**src/hw/pmes_defs.vh**
```
`ifndef PMES_DEFS_VH
`define PMES_DEFS_VH
// ******************************************
// register word addresses on the dcr bus
// ******************************************
`define PMES_AW 10
`define PMES_A_CFG 10'h054
`define PMES_A_EADDR_HI 10'h056
`define PMES_A_EADDR_LO 10'h057
`define PMES_A_ESTAT 10'h058
`define PMES_A_QFLAGS 10'h059
`define PMES_A_IRQ 10'h05a
`define PMES_A_FSM 10'h05b
`define PMES_A_MCTRL 10'h05c
`define PMES_A_SNIFF 10'h05d
`define PMES_A_SNIFFA 10'h05e
// ******************************************
// reset values
// ******************************************
`define PMES_CFG_RST 32'h8000009f
`define PMES_ZERO32 32'h00000000
// ******************************************
// field positions, lsb numbering (msb is bit 0 in the register maps)
// ******************************************
`define PMES_CFG_LOCK 31
`define PMES_CFG_WPOST 1
`define PMES_IRQ_W 13
`define PMES_QF_W 6
`define PMES_QC_W 7
`define PMES_MC_FLUSH_HI 30
`define PMES_MC_FLUSH_LO 29
`define PMES_MC_RSV3 28
`define PMES_MC_QCLR_HI 6
`define PMES_SN_ENABLE 31
`define PMES_SN_SIZE_HI 27
`define PMES_SN_SIZE_LO 24
`define PMES_SN_RNW 23
`define PMES_SN_MID_HI 22
`define PMES_SN_MID_LO 20
`define PMES_SN_SRC 19
`define PMES_SN_FMID_HI 17
`define PMES_SN_FMID_LO 16
`define PMES_SN_SSIZE_HI 15
`define PMES_SN_SSIZE_LO 14
`define PMES_SN_SIZE_EN 6
`define PMES_SN_DIR_EN 5
`define PMES_SN_MID_EN 4
`define PMES_SN_SRC_EN 3
`define PMES_SN_FMID_EN 2
`define PMES_SN_SSIZE_EN 1
`define PMES_SN_ADDR_EN 0
`define PMES_SN_MASK 32'h8ffbc07f
`define PMES_ES_VLD 31
// ******************************************
// requester codes and one-hot status patterns
// ******************************************
`define PMES_MID_INSTR_READ_PORT 3'h0
`define PMES_MID_DATA_WRITE_PORT 3'h1
`define PMES_MID_DATA_READ_PORT 3'h2
`define PMES_MID_SP0 3'h3
`define PMES_MID_SP1 3'h4
`define PMES_IRQ_DMA0 13'h1000
`define PMES_IRQ_DMA1 13'h0800
`define PMES_IRQ_INSTR_READ_PORT 13'h0400
`define PMES_IRQ_DATA_WRITE_PORT 13'h0200
`define PMES_IRQ_DATA_READ_PORT 13'h0100
`define PMES_IRQ_SP0_M0 13'h0080
`define PMES_IRQ_SP1_M0 13'h0008
`endif

```
**src/hw/pmes_sniff_cmp.v**
```verilog
`timescale 1ns/1ps
`include "pmes_defs.vh"
// ******************************************
// command sniffer qualifier comparison
// ******************************************
module pmes_sniff_cmp (
  input wire [31:0] match_i,
  input wire [31:0] addr_i,
  input wire [3:0] txn_size_i,
  input wire txn_rnw_i,
  input wire [2:0] txn_mid_i,
  input wire txn_slave_port_i,
  input wire [1:0] txn_fmid_i,
  input wire [1:0] txn_ssize_i,
  input wire [35:0] txn_addr_i,
  output wire hit_o
);
  wire size_ok;
  wire dir_ok;
  wire mid_ok;
  wire src_ok;
  wire fmid_ok;
  wire ssize_ok;
  wire addr_ok;
  // a disabled qualifier always agrees
  assign size_ok = ~match_i[`PMES_SN_SIZE_EN] |
    (match_i[`PMES_SN_SIZE_HI:`PMES_SN_SIZE_LO] == txn_size_i);
  assign dir_ok = ~match_i[`PMES_SN_DIR_EN] | (match_i[`PMES_SN_RNW] == txn_rnw_i);
  assign mid_ok = ~match_i[`PMES_SN_MID_EN] |
    (match_i[`PMES_SN_MID_HI:`PMES_SN_MID_LO] == txn_mid_i);
  assign src_ok = ~match_i[`PMES_SN_SRC_EN] | (match_i[`PMES_SN_SRC] == txn_slave_port_i);
  assign fmid_ok = ~match_i[`PMES_SN_FMID_EN] |
    (match_i[`PMES_SN_FMID_HI:`PMES_SN_FMID_LO] == txn_fmid_i);
  assign ssize_ok = ~match_i[`PMES_SN_SSIZE_EN] |
    (match_i[`PMES_SN_SSIZE_HI:`PMES_SN_SSIZE_LO] == txn_ssize_i);
  // only the low word of the 36-bit address is compared
  assign addr_ok = ~match_i[`PMES_SN_ADDR_EN] | (addr_i == txn_addr_i[31:0]);
  assign hit_o = match_i[`PMES_SN_ENABLE] & size_ok & dir_ok & mid_ok & src_ok &
    fmid_ok & ssize_ok & addr_ok;
endmodule // pmes_sniff_cmp

```
**src/hw/pmes_regs.v**
```verilog
// Operation
// - mirq status bits come from slave mirq level or posted write errors.
// - slave mirq level sets all mirq bits; they follow it, read only.
// - posted write error sets one requester bit, cleared by writing one.
// - bits 19 and 20 flag write errors from dma on slave ports 0, 1.
// - bits 21-23 processor ports, 24-27 port0 masters, 28-31 port1 masters.
// - queue overflow and underflow events set sticky flags at bits 26-31.
// - each queue flag clears by writing one; zero leaves it.
// - queue interrupt output is high while any queue flag is set.
// - state machine register always reads zero.
// - write-only control bits always read zero.
// - flush mode 00 flushes on address ack time-out, 11 never flushes.
// - writing one to bits 25-31 pulses the matching queue resets, all in the same cycle.
// - sniffer captures only while its enable bit is one.
// - sniffer match loads error status and error address registers.
// - sniffer match fields hold size, direction, ids, source and slave size.
// - each qualifier compares only when its enable bit is one.
// - sniffer address holds low 32 address bits, compared when enabled.
// - with lock set, error status updates only while its valid bit is zero or in the cycle of a clearing write.
`timescale 1ns/1ps
`include "pmes_defs.vh"
module pmes_regs (
  input wire sys_clk_i,
  input wire reset_i,
  // dcr slave
  input wire dcr_rd_i,
  input wire dcr_wr_i,
  input wire [`PMES_AW-1:0] dcr_addr_i,
  input wire [31:0] dcr_wdata_i,
  output wire dcr_ack_o,
  output wire [31:0] dcr_rdata_o,
  // transaction observed on the master port
  input wire txn_valid_i,
  input wire [3:0] txn_size_i,
  input wire txn_rnw_i,
  input wire [2:0] txn_mid_i,
  input wire txn_slave_port_i,
  input wire [1:0] txn_fmid_i,
  input wire [1:0] txn_ssize_i,
  input wire [2:0] txn_type_i,
  input wire txn_lockerr_i,
  input wire [15:0] txn_be_i,
  input wire [35:0] txn_addr_i,
  // error events from the slave side
  input wire txn_err_i,
  input wire slave_mwr_err_i,
  input wire slave_mirq_i,
  input wire [`PMES_QF_W-1:0] queue_event_i,
  // control outputs
  output wire [1:0] flush_mode_o,
  output wire write_post_o,
  output wire [`PMES_QC_W-1:0] queue_clear_o,
  output wire xbar_queue_irq_o
);
  // ******************************************
  // helpers
  // ******************************************
  function [`PMES_IRQ_W-1:0] req_onehot;
    input [2:0] mid;
    input sp;
    input [1:0] fmid;
    begin
      case (mid)
        `PMES_MID_INSTR_READ_PORT: req_onehot = `PMES_IRQ_INSTR_READ_PORT;
        `PMES_MID_DATA_WRITE_PORT: req_onehot = `PMES_IRQ_DATA_WRITE_PORT;
        `PMES_MID_DATA_READ_PORT: req_onehot = `PMES_IRQ_DATA_READ_PORT;
        `PMES_MID_SP0: req_onehot = sp ? (`PMES_IRQ_SP0_M0 >> fmid) : `PMES_IRQ_DMA0;
        `PMES_MID_SP1: req_onehot = sp ? (`PMES_IRQ_SP1_M0 >> fmid) : `PMES_IRQ_DMA1;
        default: req_onehot = {`PMES_IRQ_W{1'b0}};
      endcase
    end
  endfunction

  function [31:0] status_word;
    input lockerr;
    input sp;
    input [2:0] mid;
    input [1:0] ssize;
    input [2:0] ttype;
    input rnw;
    input [3:0] size;
    input [15:0] be;
    begin
      status_word = {1'b1, lockerr, sp, mid, ssize, ttype, rnw, size, be};
    end
  endfunction

  // ******************************************
  // dcr access
  // ******************************************
  // ack one cycle after the strobe; the master drops its strobe after ack
  reg ack_q;
  reg [31:0] rdata_q;
  wire acc;
  wire wr_go;
  wire rd_go;
  assign acc = (dcr_rd_i | dcr_wr_i) & ~ack_q;
  assign wr_go = dcr_wr_i & ~ack_q;
  assign rd_go = dcr_rd_i & ~dcr_wr_i & ~ack_q;
  assign dcr_ack_o = ack_q;
  assign dcr_rdata_o = rdata_q;

  function wr_hit;
    input [`PMES_AW-1:0] a;
    input [`PMES_AW-1:0] target;
    begin
      wr_hit = (a == target);
    end
  endfunction

  wire wr_cfg;
  wire wr_eclr;
  wire wr_qf;
  wire wr_irq;
  wire wr_mc;
  wire wr_sn;
  wire wr_sna;
  assign wr_cfg = wr_go & wr_hit(dcr_addr_i, `PMES_A_CFG);
  // writing any of the three error capture registers clears all of them
  assign wr_eclr = wr_go & (wr_hit(dcr_addr_i, `PMES_A_ESTAT) |
    wr_hit(dcr_addr_i, `PMES_A_EADDR_HI) | wr_hit(dcr_addr_i, `PMES_A_EADDR_LO));
  assign wr_qf = wr_go & wr_hit(dcr_addr_i, `PMES_A_QFLAGS);
  assign wr_irq = wr_go & wr_hit(dcr_addr_i, `PMES_A_IRQ);
  assign wr_mc = wr_go & wr_hit(dcr_addr_i, `PMES_A_MCTRL);
  assign wr_sn = wr_go & wr_hit(dcr_addr_i, `PMES_A_SNIFF);
  assign wr_sna = wr_go & wr_hit(dcr_addr_i, `PMES_A_SNIFFA);

  // ******************************************
  // storage
  // ******************************************
  reg [31:0] cfg_q;
  reg [31:0] estat_q;
  reg [31:0] estat_d;
  reg [3:0] eaddr_hi_q;
  reg [3:0] eaddr_hi_d;
  reg [31:0] eaddr_lo_q;
  reg [31:0] eaddr_lo_d;
  reg [`PMES_QF_W-1:0] qf_q;
  reg [`PMES_IRQ_W-1:0] irq_q;
  reg [1:0] flush_q;
  reg rsv3_q;
  reg [`PMES_QC_W-1:0] qclr_q;
  reg [31:0] sniff_q;
  reg [31:0] sniffa_q;

  wire sniff_hit;
  wire cap_ev;
  wire cap_ok;
  wire [`PMES_IRQ_W-1:0] irq_set;
  wire [`PMES_IRQ_W-1:0] irq_view;

  pmes_sniff_cmp u_cmp (
    .match_i(sniff_q),
    .addr_i(sniffa_q),
    .txn_size_i(txn_size_i),
    .txn_rnw_i(txn_rnw_i),
    .txn_mid_i(txn_mid_i),
    .txn_slave_port_i(txn_slave_port_i),
    .txn_fmid_i(txn_fmid_i),
    .txn_ssize_i(txn_ssize_i),
    .txn_addr_i(txn_addr_i),
    .hit_o(sniff_hit)
  );

  // ******************************************
  // error and sniff capture
  // ******************************************
  assign cap_ev = txn_err_i | slave_mwr_err_i | (txn_valid_i & sniff_hit);
  // lock holds the first capture until software clears it
  assign cap_ok = ~cfg_q[`PMES_CFG_LOCK] | ~estat_q[`PMES_ES_VLD];

  always @* begin
    estat_d = estat_q;
    eaddr_hi_d = eaddr_hi_q;
    eaddr_lo_d = eaddr_lo_q;
    if (wr_eclr) begin
      estat_d = `PMES_ZERO32;
      eaddr_hi_d = 4'h0;
      eaddr_lo_d = `PMES_ZERO32;
    end
    // a capture in the clearing cycle wins over the clear
    if (cap_ev & (cap_ok | wr_eclr)) begin
      estat_d = status_word(txn_lockerr_i, txn_slave_port_i, txn_mid_i, txn_ssize_i,
        txn_type_i, txn_rnw_i, txn_size_i, txn_be_i);
      eaddr_hi_d = txn_addr_i[35:32];
      eaddr_lo_d = txn_addr_i[31:0];
    end
  end

  // ******************************************
  // mirq status
  // ******************************************
  assign irq_set = (slave_mwr_err_i & cfg_q[`PMES_CFG_WPOST]) ?
    req_onehot(txn_mid_i, txn_slave_port_i, txn_fmid_i) : {`PMES_IRQ_W{1'b0}};
  // the slave level is shown directly, so it clears when the slave clears
  assign irq_view = irq_q | {`PMES_IRQ_W{slave_mirq_i}};

  // ******************************************
  // registers
  // ******************************************
  always @(posedge sys_clk_i or posedge reset_i) begin
    if (reset_i) begin
      ack_q <= 1'b0;
      rdata_q <= `PMES_ZERO32;
      cfg_q <= `PMES_CFG_RST;
      estat_q <= `PMES_ZERO32;
      eaddr_hi_q <= 4'h0;
      eaddr_lo_q <= `PMES_ZERO32;
      qf_q <= {`PMES_QF_W{1'b0}};
      irq_q <= {`PMES_IRQ_W{1'b0}};
      flush_q <= 2'h0;
      rsv3_q <= 1'b0;
      qclr_q <= {`PMES_QC_W{1'b0}};
      sniff_q <= `PMES_ZERO32;
      sniffa_q <= `PMES_ZERO32;
    end else begin
      ack_q <= acc;
      estat_q <= estat_d;
      eaddr_hi_q <= eaddr_hi_d;
      eaddr_lo_q <= eaddr_lo_d;
      if (wr_cfg) begin
        cfg_q <= dcr_wdata_i;
      end
      // set wins over a write-one clear in the same cycle
      qf_q <= (qf_q & ~(wr_qf ? dcr_wdata_i[`PMES_QF_W-1:0] : {`PMES_QF_W{1'b0}})) |
        queue_event_i;
      irq_q <= (irq_q & ~(wr_irq ? dcr_wdata_i[`PMES_IRQ_W-1:0] : {`PMES_IRQ_W{1'b0}})) |
        irq_set;
      if (wr_mc) begin
        flush_q <= dcr_wdata_i[`PMES_MC_FLUSH_HI:`PMES_MC_FLUSH_LO];
        rsv3_q <= dcr_wdata_i[`PMES_MC_RSV3];
      end
      // one-cycle clear pulses, bit 25 (rd data) at the top down to bit 31 (cmd)
      qclr_q <= wr_mc ? dcr_wdata_i[`PMES_MC_QCLR_HI:0] : {`PMES_QC_W{1'b0}};
      if (wr_sn) begin
        sniff_q <= dcr_wdata_i & `PMES_SN_MASK;
      end
      if (wr_sna) begin
        sniffa_q <= dcr_wdata_i;
      end
      if (rd_go) begin
        case (dcr_addr_i)
          `PMES_A_CFG: rdata_q <= cfg_q;
          `PMES_A_EADDR_HI: rdata_q <= {28'h0000000, eaddr_hi_q};
          `PMES_A_EADDR_LO: rdata_q <= eaddr_lo_q;
          `PMES_A_ESTAT: rdata_q <= estat_q;
          `PMES_A_QFLAGS: rdata_q <= {26'h0000000, qf_q};
          `PMES_A_IRQ: rdata_q <= {19'h00000, irq_view};
          `PMES_A_FSM: rdata_q <= `PMES_ZERO32;
          `PMES_A_MCTRL: rdata_q <= {1'b0, flush_q, rsv3_q, 28'h0000000};
          `PMES_A_SNIFF: rdata_q <= sniff_q;
          `PMES_A_SNIFFA: rdata_q <= sniffa_q;
          default: rdata_q <= `PMES_ZERO32;
        endcase
      end
    end
  end

  // ******************************************
  // outputs
  // ******************************************
  // reserved codes 01 and 10 pass through unchanged; software must avoid them
  assign flush_mode_o = flush_q;
  assign write_post_o = cfg_q[`PMES_CFG_WPOST];
  assign queue_clear_o = qclr_q;
  assign xbar_queue_irq_o = |qf_q;
endmodule // pmes_regs

```
**config.mk**
```make
export PLATFORM = sky130hd
export DESIGN_NAME = pmes_regs
export DESIGN_NICKNAME = d
export VERILOG_FILES = /design/src/hw/pmes_sniff_cmp.v /design/src/hw/pmes_regs.v
export VERILOG_INCLUDE_DIRS = /design/src /design/src/hw
export SDC_FILE = /design/constraint.sdc
export NUM_CORES = 1
export LEC_CHECK = 0
export BUFFER_PORTS_ARGS = -buffer_cell sky130_fd_sc_hd__buf_4
export CAP_MARGIN = 0
export CELL_PAD_IN_SITES_DETAIL_PLACEMENT = 2
export CELL_PAD_IN_SITES_GLOBAL_PLACEMENT = 2
export CORE_MARGIN = 8
export CORE_UTILIZATION = 33
export DETAILED_ROUTE_END_ITERATION = 10
export GPL_TIMING_DRIVEN = 0
export PLACE_DENSITY = 0.81
export SLEW_MARGIN = 20
export SYNTH_ARGS = -nofsm -noshare
export SYNTH_HDL_FRONTEND = slang
export SYNTH_HIERARCHICAL = 1
export SYNTH_SLANG_ARGS = --single-unit
```
**constraint.sdc**
```tcl
create_clock -name sys_clk_i -period 12.4 [get_ports sys_clk_i]
set_input_delay 1.24 -clock sys_clk_i [delete_from_list [all_inputs] [get_ports sys_clk_i]]
set_output_delay 1.24 -clock sys_clk_i [all_outputs]
set_load 0.1 [all_outputs]
```
### Word-level counts from Yosys, hierarchy flattened

Index checks and enable logic that the tools add are counted.

| operators by class | value |
|---|---|
| equality and inequality tests | 20 |
| shifts and indexed selects | 2 |
| multiplexer cells | 13 |
| bitwise operators | 53 |
| reductions and logical operators | 3 |

Operator list:

| cell | count |
|---|---|
| $pmux 32 s9 | 1 |
| $mux 32 | 3 |
| $eq 10x7->1 const B | 9 |
| $pmux 13 s5 | 1 |
| $mux 13 | 4 |
| $eq 32x32->1 | 1 |
| $or 13x13->13 | 2 |
| $and 1x1->1 | 21 |
| $or 1x1->1 | 14 |
| $and 13x13->13 | 1 |
| $not 13->13 | 1 |
| $shr 4x2->13 const A | 1 |
| $shr 8x2->13 const A | 1 |
| $not 1->1 | 11 |
| $mux 4 | 2 |
| $mux 7 | 1 |
| $and 6x6->6 | 1 |
| $eq 3x2->1 const B | 2 |
| $mux 6 | 1 |
| $not 6->6 | 1 |
| $or 6x6->6 | 1 |
| $reduce_or 6->1 | 1 |
| $eq 2x2->1 | 2 |
| $eq 4x4->1 | 1 |
| 6 further kinds | 7 |

| word-level totals | value |
|---|---|
| register bits | 215 |
| bits of input ports | 125 |
| output and inout bits | 44 |
| word-level logic and storage cells | 104 |

### Depth between registers and ports, before layout

Gate-level depths: netlist of the first run.

| logic depth | value |
|---|---|
| depth in word-level cells | 13 |
| gate-level depth with buffers | 10 |
| depth with buffers taken out | 8 |

### Cells and area by module

The synthesis of the first run kept the hierarchy.

Modules (own cells, without submodules):

| module | times used | cells an instance | area an instance (um2) | seq. area each (um2) |
|---|---|---|---|---|
| pmes_regs | 1 | 759 | 9704.3 | 5388.9 |
| pmes_sniff_cmp | 1 | 64 | 514.2 | 0.0 |

### Worst setup path after synthesis of the first run

Ideal clock, no wire load.

| timing | value |
|---|---|
| kind | input-to-reg |
| start point | input txn_slave_port_i |
| end point | register eaddr_lo_q[0] |
| setup time | 0.065 ns |
| arrival | 2.802 ns |
| data required time | 12.335 ns |
| slack | 9.532 ns |
| stages | 10 |
| path buffers | 2 |
| path through | xor2_1 a22oi_1 nand4_1 a221o_1 a21oi_2 a211o_1 a21boi_2 buf_4 buf_6 a22o_1 |

| on the way | value |
|---|---|
| cells in the longest elaborated chain, start to end | 10 |
| elaborated cells on any way between the ends | 11 |
| those cells by class | eq/ne (1); mux (1); bitwise (8); reduce/logical (1) |

Ends and longest elaborated chain:

| item | RTL line | text |
|---|---|---|
| start: declaration | pmes_regs.v:37 | `input wire txn_slave_port_i,` |
| $eq 1x1->1 * | pmes_sniff_cmp.v:31 | `` assign src_ok = ~match_i[`PMES_SN_SRC_EN] \| (match_i[`PMES_SN_SRC] == txn_slave_port_i); `` |
| $or 1x1->1 * | pmes_sniff_cmp.v:31 |  |
| $and 1x1->1 * (4 in series) | pmes_sniff_cmp.v:38 | `` assign hit_o = match_i[`PMES_SN_ENABLE] & size_ok & dir_ok & mid_ok & src_ok & `` |
| via sniff_hit | pmes_regs.v:146 | `wire sniff_hit;` |
| $and 1x1->1 * | pmes_regs.v:168 | `assign cap_ev = txn_err_i \| slave_mwr_err_i \| (txn_valid_i & sniff_hit);` |
| $or 1x1->1 * | pmes_regs.v:168 |  |
| $and 1x1->1 * | pmes_regs.v:182 | `if (cap_ev & (cap_ok \| wr_eclr)) begin` |
| $mux 32 or $reduce_bool 2->1 (tied branches) | - |  |
| end signal: assignment | pmes_regs.v:208 | `` eaddr_lo_q <= `PMES_ZERO32; `` |
| end signal: assignment | pmes_regs.v:220 | `eaddr_lo_q <= eaddr_lo_d;` |
| end: declaration | pmes_regs.v:136 | `reg [31:0] eaddr_lo_q;` |

The timed path passes the listed nets; every way through them passes the cells marked *.
A chain may end at the register's enable or synchronous reset.

### Worst setup path in the final report of the first run

| timing | value |
|---|---|
| start point | input txn_addr_i[9] |
| end point | register eaddr_lo_q[4] |

| on the way | value |
|---|---|
| cells in the longest elaborated chain, start to end | 7 |
| elaborated cells on any way between the ends | 8 |
| those cells by class | eq/ne (1); mux (1); bitwise (5); reduce/logical (1) |

Ends and longest elaborated chain:

| item | RTL line | text |
|---|---|---|
| start: declaration | pmes_regs.v:43 | `input wire [35:0] txn_addr_i,` |
| $eq 32x32->1 * | pmes_sniff_cmp.v:37 | `` assign addr_ok = ~match_i[`PMES_SN_ADDR_EN] \| (addr_i == txn_addr_i[31:0]); `` |
| $or 1x1->1 * | pmes_sniff_cmp.v:37 |  |
| $and 1x1->1 * | pmes_sniff_cmp.v:38 |  |
| via sniff_hit | pmes_regs.v:146 |  |
| $and 1x1->1 * | pmes_regs.v:168 |  |
| $or 1x1->1 * | pmes_regs.v:168 |  |
| $and 1x1->1 * | pmes_regs.v:182 |  |
| $mux 32 or $reduce_bool 2->1 (tied branches) | - |  |

Marks and branches as above.

==> impl_metrics.csv, run 1 <==
group,metric,value,unit
setup_path,end_kind,"register",
power_and_ir_drop,powerDensity,136,nW/um^2
drt,num_vias,8505,
clocking,cts_buffers,26,
run,cap_violations,0,
timing,fin_crit_sh,25.4,%
synthesis,yosys_warnings,6,
clocking,post_cts_resized,0,
setup_path,crit_arrival,3620,ps
timing,fin_skew,16.9,ps
final_layout,drive_gt1_share,28.9,%
clocking,htreeDepth,1,
setup_path,critPathMaxFanout,10,
clocking,cts-root-buf,"clkbuf_16",
run_status,outcome,"complete, no violations",
timing,tightest_slew,991,ps
floorplanning,start_util,33.5,%
timing,slew_viol_final,0,
drt,viasPerCell,5.93,
timing,relSlewSlack,33.9,%
global_routing,grt_pass1_wl,64.6,mm
setup_path,start_kind,"input pin",
floorplanning,fp-row-count,64,
drt,remaining_drc_errors,0,
floorplanning,die_w,192,um
setup_path,crit_required,12860,ps
final_layout,fin_util,42.5,%
power_and_ir_drop,p_leak,5.98,nW
global_routing,gr-total-overflow,0,
synthesis,syn_area,10200,um^2
floorplanning,core_area,30500,um^2
clocking,clock_sinks,215,
drt,drtPass1Iterations,7,
power_and_ir_drop,finalPower,1.76,mW
clocking,cts_max_path_buffers,3,
timing,grt_setup_unrepaired,"no",
synthesis,synth_area_per_cell,12.4,um^2
timing,fin_setup_tns,0,ps
final_layout,area_delta_synth_final,26.8,%
final_layout,nFillCells,3068,
global_routing,grt_max_degree,94,
place,io_buffers,167,
synthesis,syn_inst,822,
final_layout,layout.nets,1144,
timing,fin_crit,3150,ps
drt,wl_per_cell,30.5,um
timing,setup_viol,0,
global_routing,grt_usage,23.6,%
power_and_ir_drop,irDropWorstVdd,89.2,uV
place,gp_congestion,0.903,
global_routing,antenna_found_initial,1,
clocking,clk_latency,540,ps
clocking,ctsHoldBuffers,0,
place,hpwlAfterDp,31.8,mm
floorplanning,die_h,192,um
hold_path,hold_path.class,"register to register",
final_layout,antenna_cells,0,
synthesis,syn-num-nets,947,
drt,antenna_left,0,
timing,max_freq,317,MHz
clocking,tritoncts,"yes",
clocking,clk_pin_slew,60,ps
drt,drtIter0Drc,762,
setup_path,criticalPathCategory,"input pin to register",
final_layout,final_common_cell,"dfrtp_1",
drt,routed_wl,43.8,mm
floorplanning,ios,169,
final_layout,layout_common_cells,"dfrtp_1, buf_4, a22o_1",
clocking,post_cts_buffers,0,
global_routing,grt_pass1_vias,9513,
floorplanning,dieArea,36800,um^2
timing,hold_viol,0,
sequential cells by signal, indices dropped and copies added (netlist names), 6 cells and up:
register	count
eaddr_lo_q	32
dcr_rdata_o	32
queue_clear_o	7
estat_q	32
sniff_q	21
sniffa_q	32
cfg_q	32
irq_q	13
qf_q	6
critical path, stage by stage:
cell      delay, ps
buf_4           130
xnor2_1         370
nand4_1         160
nor4_1          320
nand2_1         120
a21oi_2         170
a211o_1         200
a21boi_2        280
buf_4           250
buf_6           200
a22o_1          160
layer usage:
layer	global-route usage [%]	wire length [um]	share of wire (%)	vias up
li1	-	-	-	3512
met1	30.6	18100	41	4514
met2	38.8	20800	48	368
met3	4.52	3280	7.5	109
met4	8.91	1620	3.7	2
met5	0	13	0.030	-
power breakdown:
| part | total (mW) | internal [mW] | switching [mW] | leakage [nW] |
|---|---|---|---|---|
| combinational | 0.181 | 0.0711 | 0.110 | 2.72 |
| sequential | 0.742 | 0.724 | 0.0179 | 2.80 |
| clock | 0.836 | 0.519 | 0.317 | 0.458 |
metrics by stage:
| step | instances | area, um^2 | setup slack (ps) | hold slack [ps] |
|---|---|---|---|---|
| after floorplan | 822 | 10200 | 5290 | 449 |
| after global placement | 1385 | 12000 | 2540 | 450 |
| after detailed placement | 1387 | 12000 | 8740 | 467 |
| after CTS | 1434 | 13000 | 9290 | 493 |
| after global routing | 1434 | 13000 | 9090 | 498 |
| final | 1434 | 13000 | 9250 | 491 |
final cells by class:
cell class	instances	area, um^2	share of cell area [%]
multi-input combinational	540	4420	34.2
sequential	215	5390	41.6
buffer	63	387	2.98
clock buffer	34	732	5.65
timing repair buffer	169	1310	10.1
inverter	4	22.5	0.174
clock inverter	13	196	1.52
tap	396	495	3.82
final timing paths:
check | cells past startpoint | startpoint | slack [ps] | end
max in group asynchronous | 4 | reset_i | 10510 | cfg_q[3]
min | 2 | dcr_rdata_o[29] | 490 | dcr_rdata_o[29]
max | 11 | txn_addr_i[9] | 9250 | eaddr_lo_q[4]
min in group asynchronous | 2 | reset_i | 650 | dcr_rdata_o[28]
max reg2reg | 10 | sniffa_q[28] | 9650 | eaddr_lo_q[4]
min reg2reg | 2 | dcr_rdata_o[29] | 490 | dcr_rdata_o[29]
Note: power is estimated with default switching activity, not from simulation.
==> run 2: changes to the inputs <==
--- a/config.mk
+++ b/config.mk
@@ -6,15 +6,16 @@
 export SDC_FILE = /design/constraint.sdc
 export NUM_CORES = 1
 export LEC_CHECK = 0
+export ABC_AREA = 1
 export BUFFER_PORTS_ARGS = -buffer_cell sky130_fd_sc_hd__buf_4
 export CAP_MARGIN = 0
 export CELL_PAD_IN_SITES_DETAIL_PLACEMENT = 2
 export CELL_PAD_IN_SITES_GLOBAL_PLACEMENT = 2
 export CORE_MARGIN = 8
-export CORE_UTILIZATION = 33
+export CORE_UTILIZATION = 30
 export DETAILED_ROUTE_END_ITERATION = 10
 export GPL_TIMING_DRIVEN = 0
-export PLACE_DENSITY = 0.81
+export PLACE_DENSITY = 0.86
 export SLEW_MARGIN = 20
 export SYNTH_ARGS = -nofsm -noshare
 export SYNTH_HDL_FRONTEND = slang
==> constraint.sdc (replaced) <==
create_clock -name sys_clk_i -period 2.8 [get_ports sys_clk_i]
set_input_delay 0.28 -clock sys_clk_i [delete_from_list [all_inputs] [get_ports sys_clk_i]]
set_output_delay 0.28 -clock sys_clk_i [all_outputs]
set_load 0.1 [all_outputs]
==> impl_metrics.csv, run 2 <==
group,metric,value,unit
place,place_inst,2032,
final_layout,final_common_cell,"nand2_1",
final_layout,area_delta_synth_final,31.3,%
drt,drtPass1Iterations,5,
setup_path,crit_buf_inv,4,
final_layout,multi_input_area,4810,um^2
floorplanning,die_h,207,um
setup_path,cp_slowest_stage_delay,420,ps
final_layout,nFillCells,4141,
clocking,cts_max_path_buffers,3,
global_routing,use_met2,42.7,%
setup_path,slowest_stage,"dfrtp_1",
timing,slew_viol_final,0,
power_and_ir_drop,irDropWorstVdd,383,uV
synthesis,syn_inst,1389,
power_and_ir_drop,finalPower,7.70,mW
synthesis,synth_area_per_cell,7.87,um^2
run_status,outcome,"complete, no violations",
global_routing,met1_usage,31.9,%
synthesis,syn_area,10900,um^2
clocking,clock_sinks,215,
global_routing,use_met3,4.20,%
setup_path,end_kind,"register",
global_routing,gr-total-overflow,0,
synthesis,syn-num-nets,1514,
setup_path,start_kind,"register",
clocking,cts_buffers,26,
drt,remaining_drc_errors,0,
place,hpwlAfterDp,39.3,mm
drt,antenna_left,0,
timing,hold_viol,0,
power_and_ir_drop,powerDensity,536,nW/um^2
drt,num_vias,11600,
drt,viasPerCell,5.47,
drt,wl_per_cell,25.5,um
timing,fin_skew,12.3,ps
setup_path,critPathTopFamily,"simple AND/OR/NAND/NOR gates",
drt,routed_wl,54.1,mm
final_layout,layout_common_cells,"nand2_1, dfrtp_1, nand3_1",
clocking,htreeDepth,1,
clocking,tritoncts,"yes",
global_routing,grt_pass1_vias,13000,
setup_path,crit_required,3220,ps
timing,fin_crit,2740,ps
final_layout,instances_no_fill,2126,
floorplanning,ios,169,
timing,tightest_slew,993,ps
hold_path,hold_path.class,"input pin to register",
floorplanning,core_area,36300,um^2
timing,fin_crit_sh,97.9,%
global_routing,grt_usage,25.2,%
setup_path,criticalPathCategory,"register to register",
global_routing,grt_max_degree,34,
clocking,clk_pin_slew,60,ps
place,gp_congestion,0.900,
clocking,clk_latency,540,ps
floorplanning,dieArea,42800,um^2
global_routing,antenna_found_initial,1,
final_layout,regArea,5390,um^2
floorplanning,start_util,30.2,%
setup_path,crit_top_cell,"nand2_1",
global_routing,grt_pass1_wl,81.0,mm
timing,setup_viol,0,
floorplanning,fp-row-count,70,
place,io_buffers,168,
final_layout,drive_gt1_share,18.7,%
setup_path,crit_arrival,3160,ps
run,cap_violations,0,
timing,max_freq,365,MHz
global_routing,busiest_layer,"met2",
clocking,cts-root-buf,"clkbuf_16",
setup_path,path_cells,"inv_1 -> nand2_1 -> nand2_1 -> nand2_1 -> nor2_4 -> nand2_1 -> nor2_2 -> nand2_1 -> a21oi_2 -> nand2_1 -> nand3_4 -> inv_2 -> clkbuf_4 -> buf_4 -> o211ai_1 -> nand2_1",
synthesis,yosys_warnings,6,
floorplanning,die_w,207,um
timing,relSlewSlack,33.3,%
drt,drtIter0Drc,883,
power_and_ir_drop,p_leak,7.13,nW
setup_path,critPathMaxFanout,10,
final_layout,layout.nets,1764,
run 2: worst paths after layout:
kind | start | slack (ps) | depth (start not counted) | endpoint
max | sniffa_q[18] | 60 | 16 | eaddr_lo_q[15]
min | txn_be_i[3] | 3 | 3 | estat_q[3]
max reg2reg | sniffa_q[18] | 60 | 16 | eaddr_lo_q[15]
min reg2reg | dcr_rdata_o[12] | 490 | 2 | dcr_rdata_o[12]
max in group asynchronous | reset_i | 1180 | 7 | dcr_rdata_o[22]
min in group asynchronous | reset_i | 390 | 3 | dcr_rdata_o[1]
run 2: report_power, final:
group / total (mW) / switching (mW) / internal, mW / leakage (nW)
clock: 3.62 / 1.40 / 2.22 / 0.450
combinational: 0.789 / 0.485 / 0.304 / 3.87
sequential: 3.29 / 0.0800 / 3.21 / 2.80
run 2: metrics by stage:
stage / setup TNS, ps / hold WS [ps] / setup WS, ps / area [um^2] / util (%)
3_5_place_dp: -20930 / 379 / -553 / 12900 / 35.7
4_1_cts: 0 / 0.382 / 8.95 / 14300 / 39.5
3_3_place_gp: -388450 / 460 / -1810 / 12800 / 35.3
2_1_floorplan: -56670 / 378 / -272 / 10900 / -
6_report: 0 / 2.70 / 57.5 / 14400 / 39.6
5_1_grt: -382 / 14.5 / -43.6 / 14400 / 39.6
run 2: repair_timing:
action / 4_1_cts / 5_1_grt
buffers inserted: 0 / 1
gates resized for setup: 13 / 6
hold buffers: 46 / 0
endpoints found under the hold margin: 65 / 0
endpoints found under the setup margin: 68 / 37
run 2: area by class of cell:
cell class              count  share of cell area (%)
multi-input cells         992                    33.5
flip-flops and latches    215                    37.5
inverters                 102                    2.69
clock buffers              43                    5.89
clock inverters             3                   0.453
plain buffers              80                    2.79
well taps                 468                    4.08
repair buffers            222                    13.1
diodes                      1                  0.0174
run 2: layer usage:
| metal | part of all wire [%] | routed length [um] |
|---|---|---|
| met1 | 41 | 22200 |
| met2 | 48 | 26100 |
| met3 | 7.1 | 3840 |
| met4 | 3.6 | 1940 |
| met5 | 0 | 0 |
run 2: worst min-delay path, stage by stage:
cell     delay, ps
buf_4           90
nand3_1         80
nand2_1         60
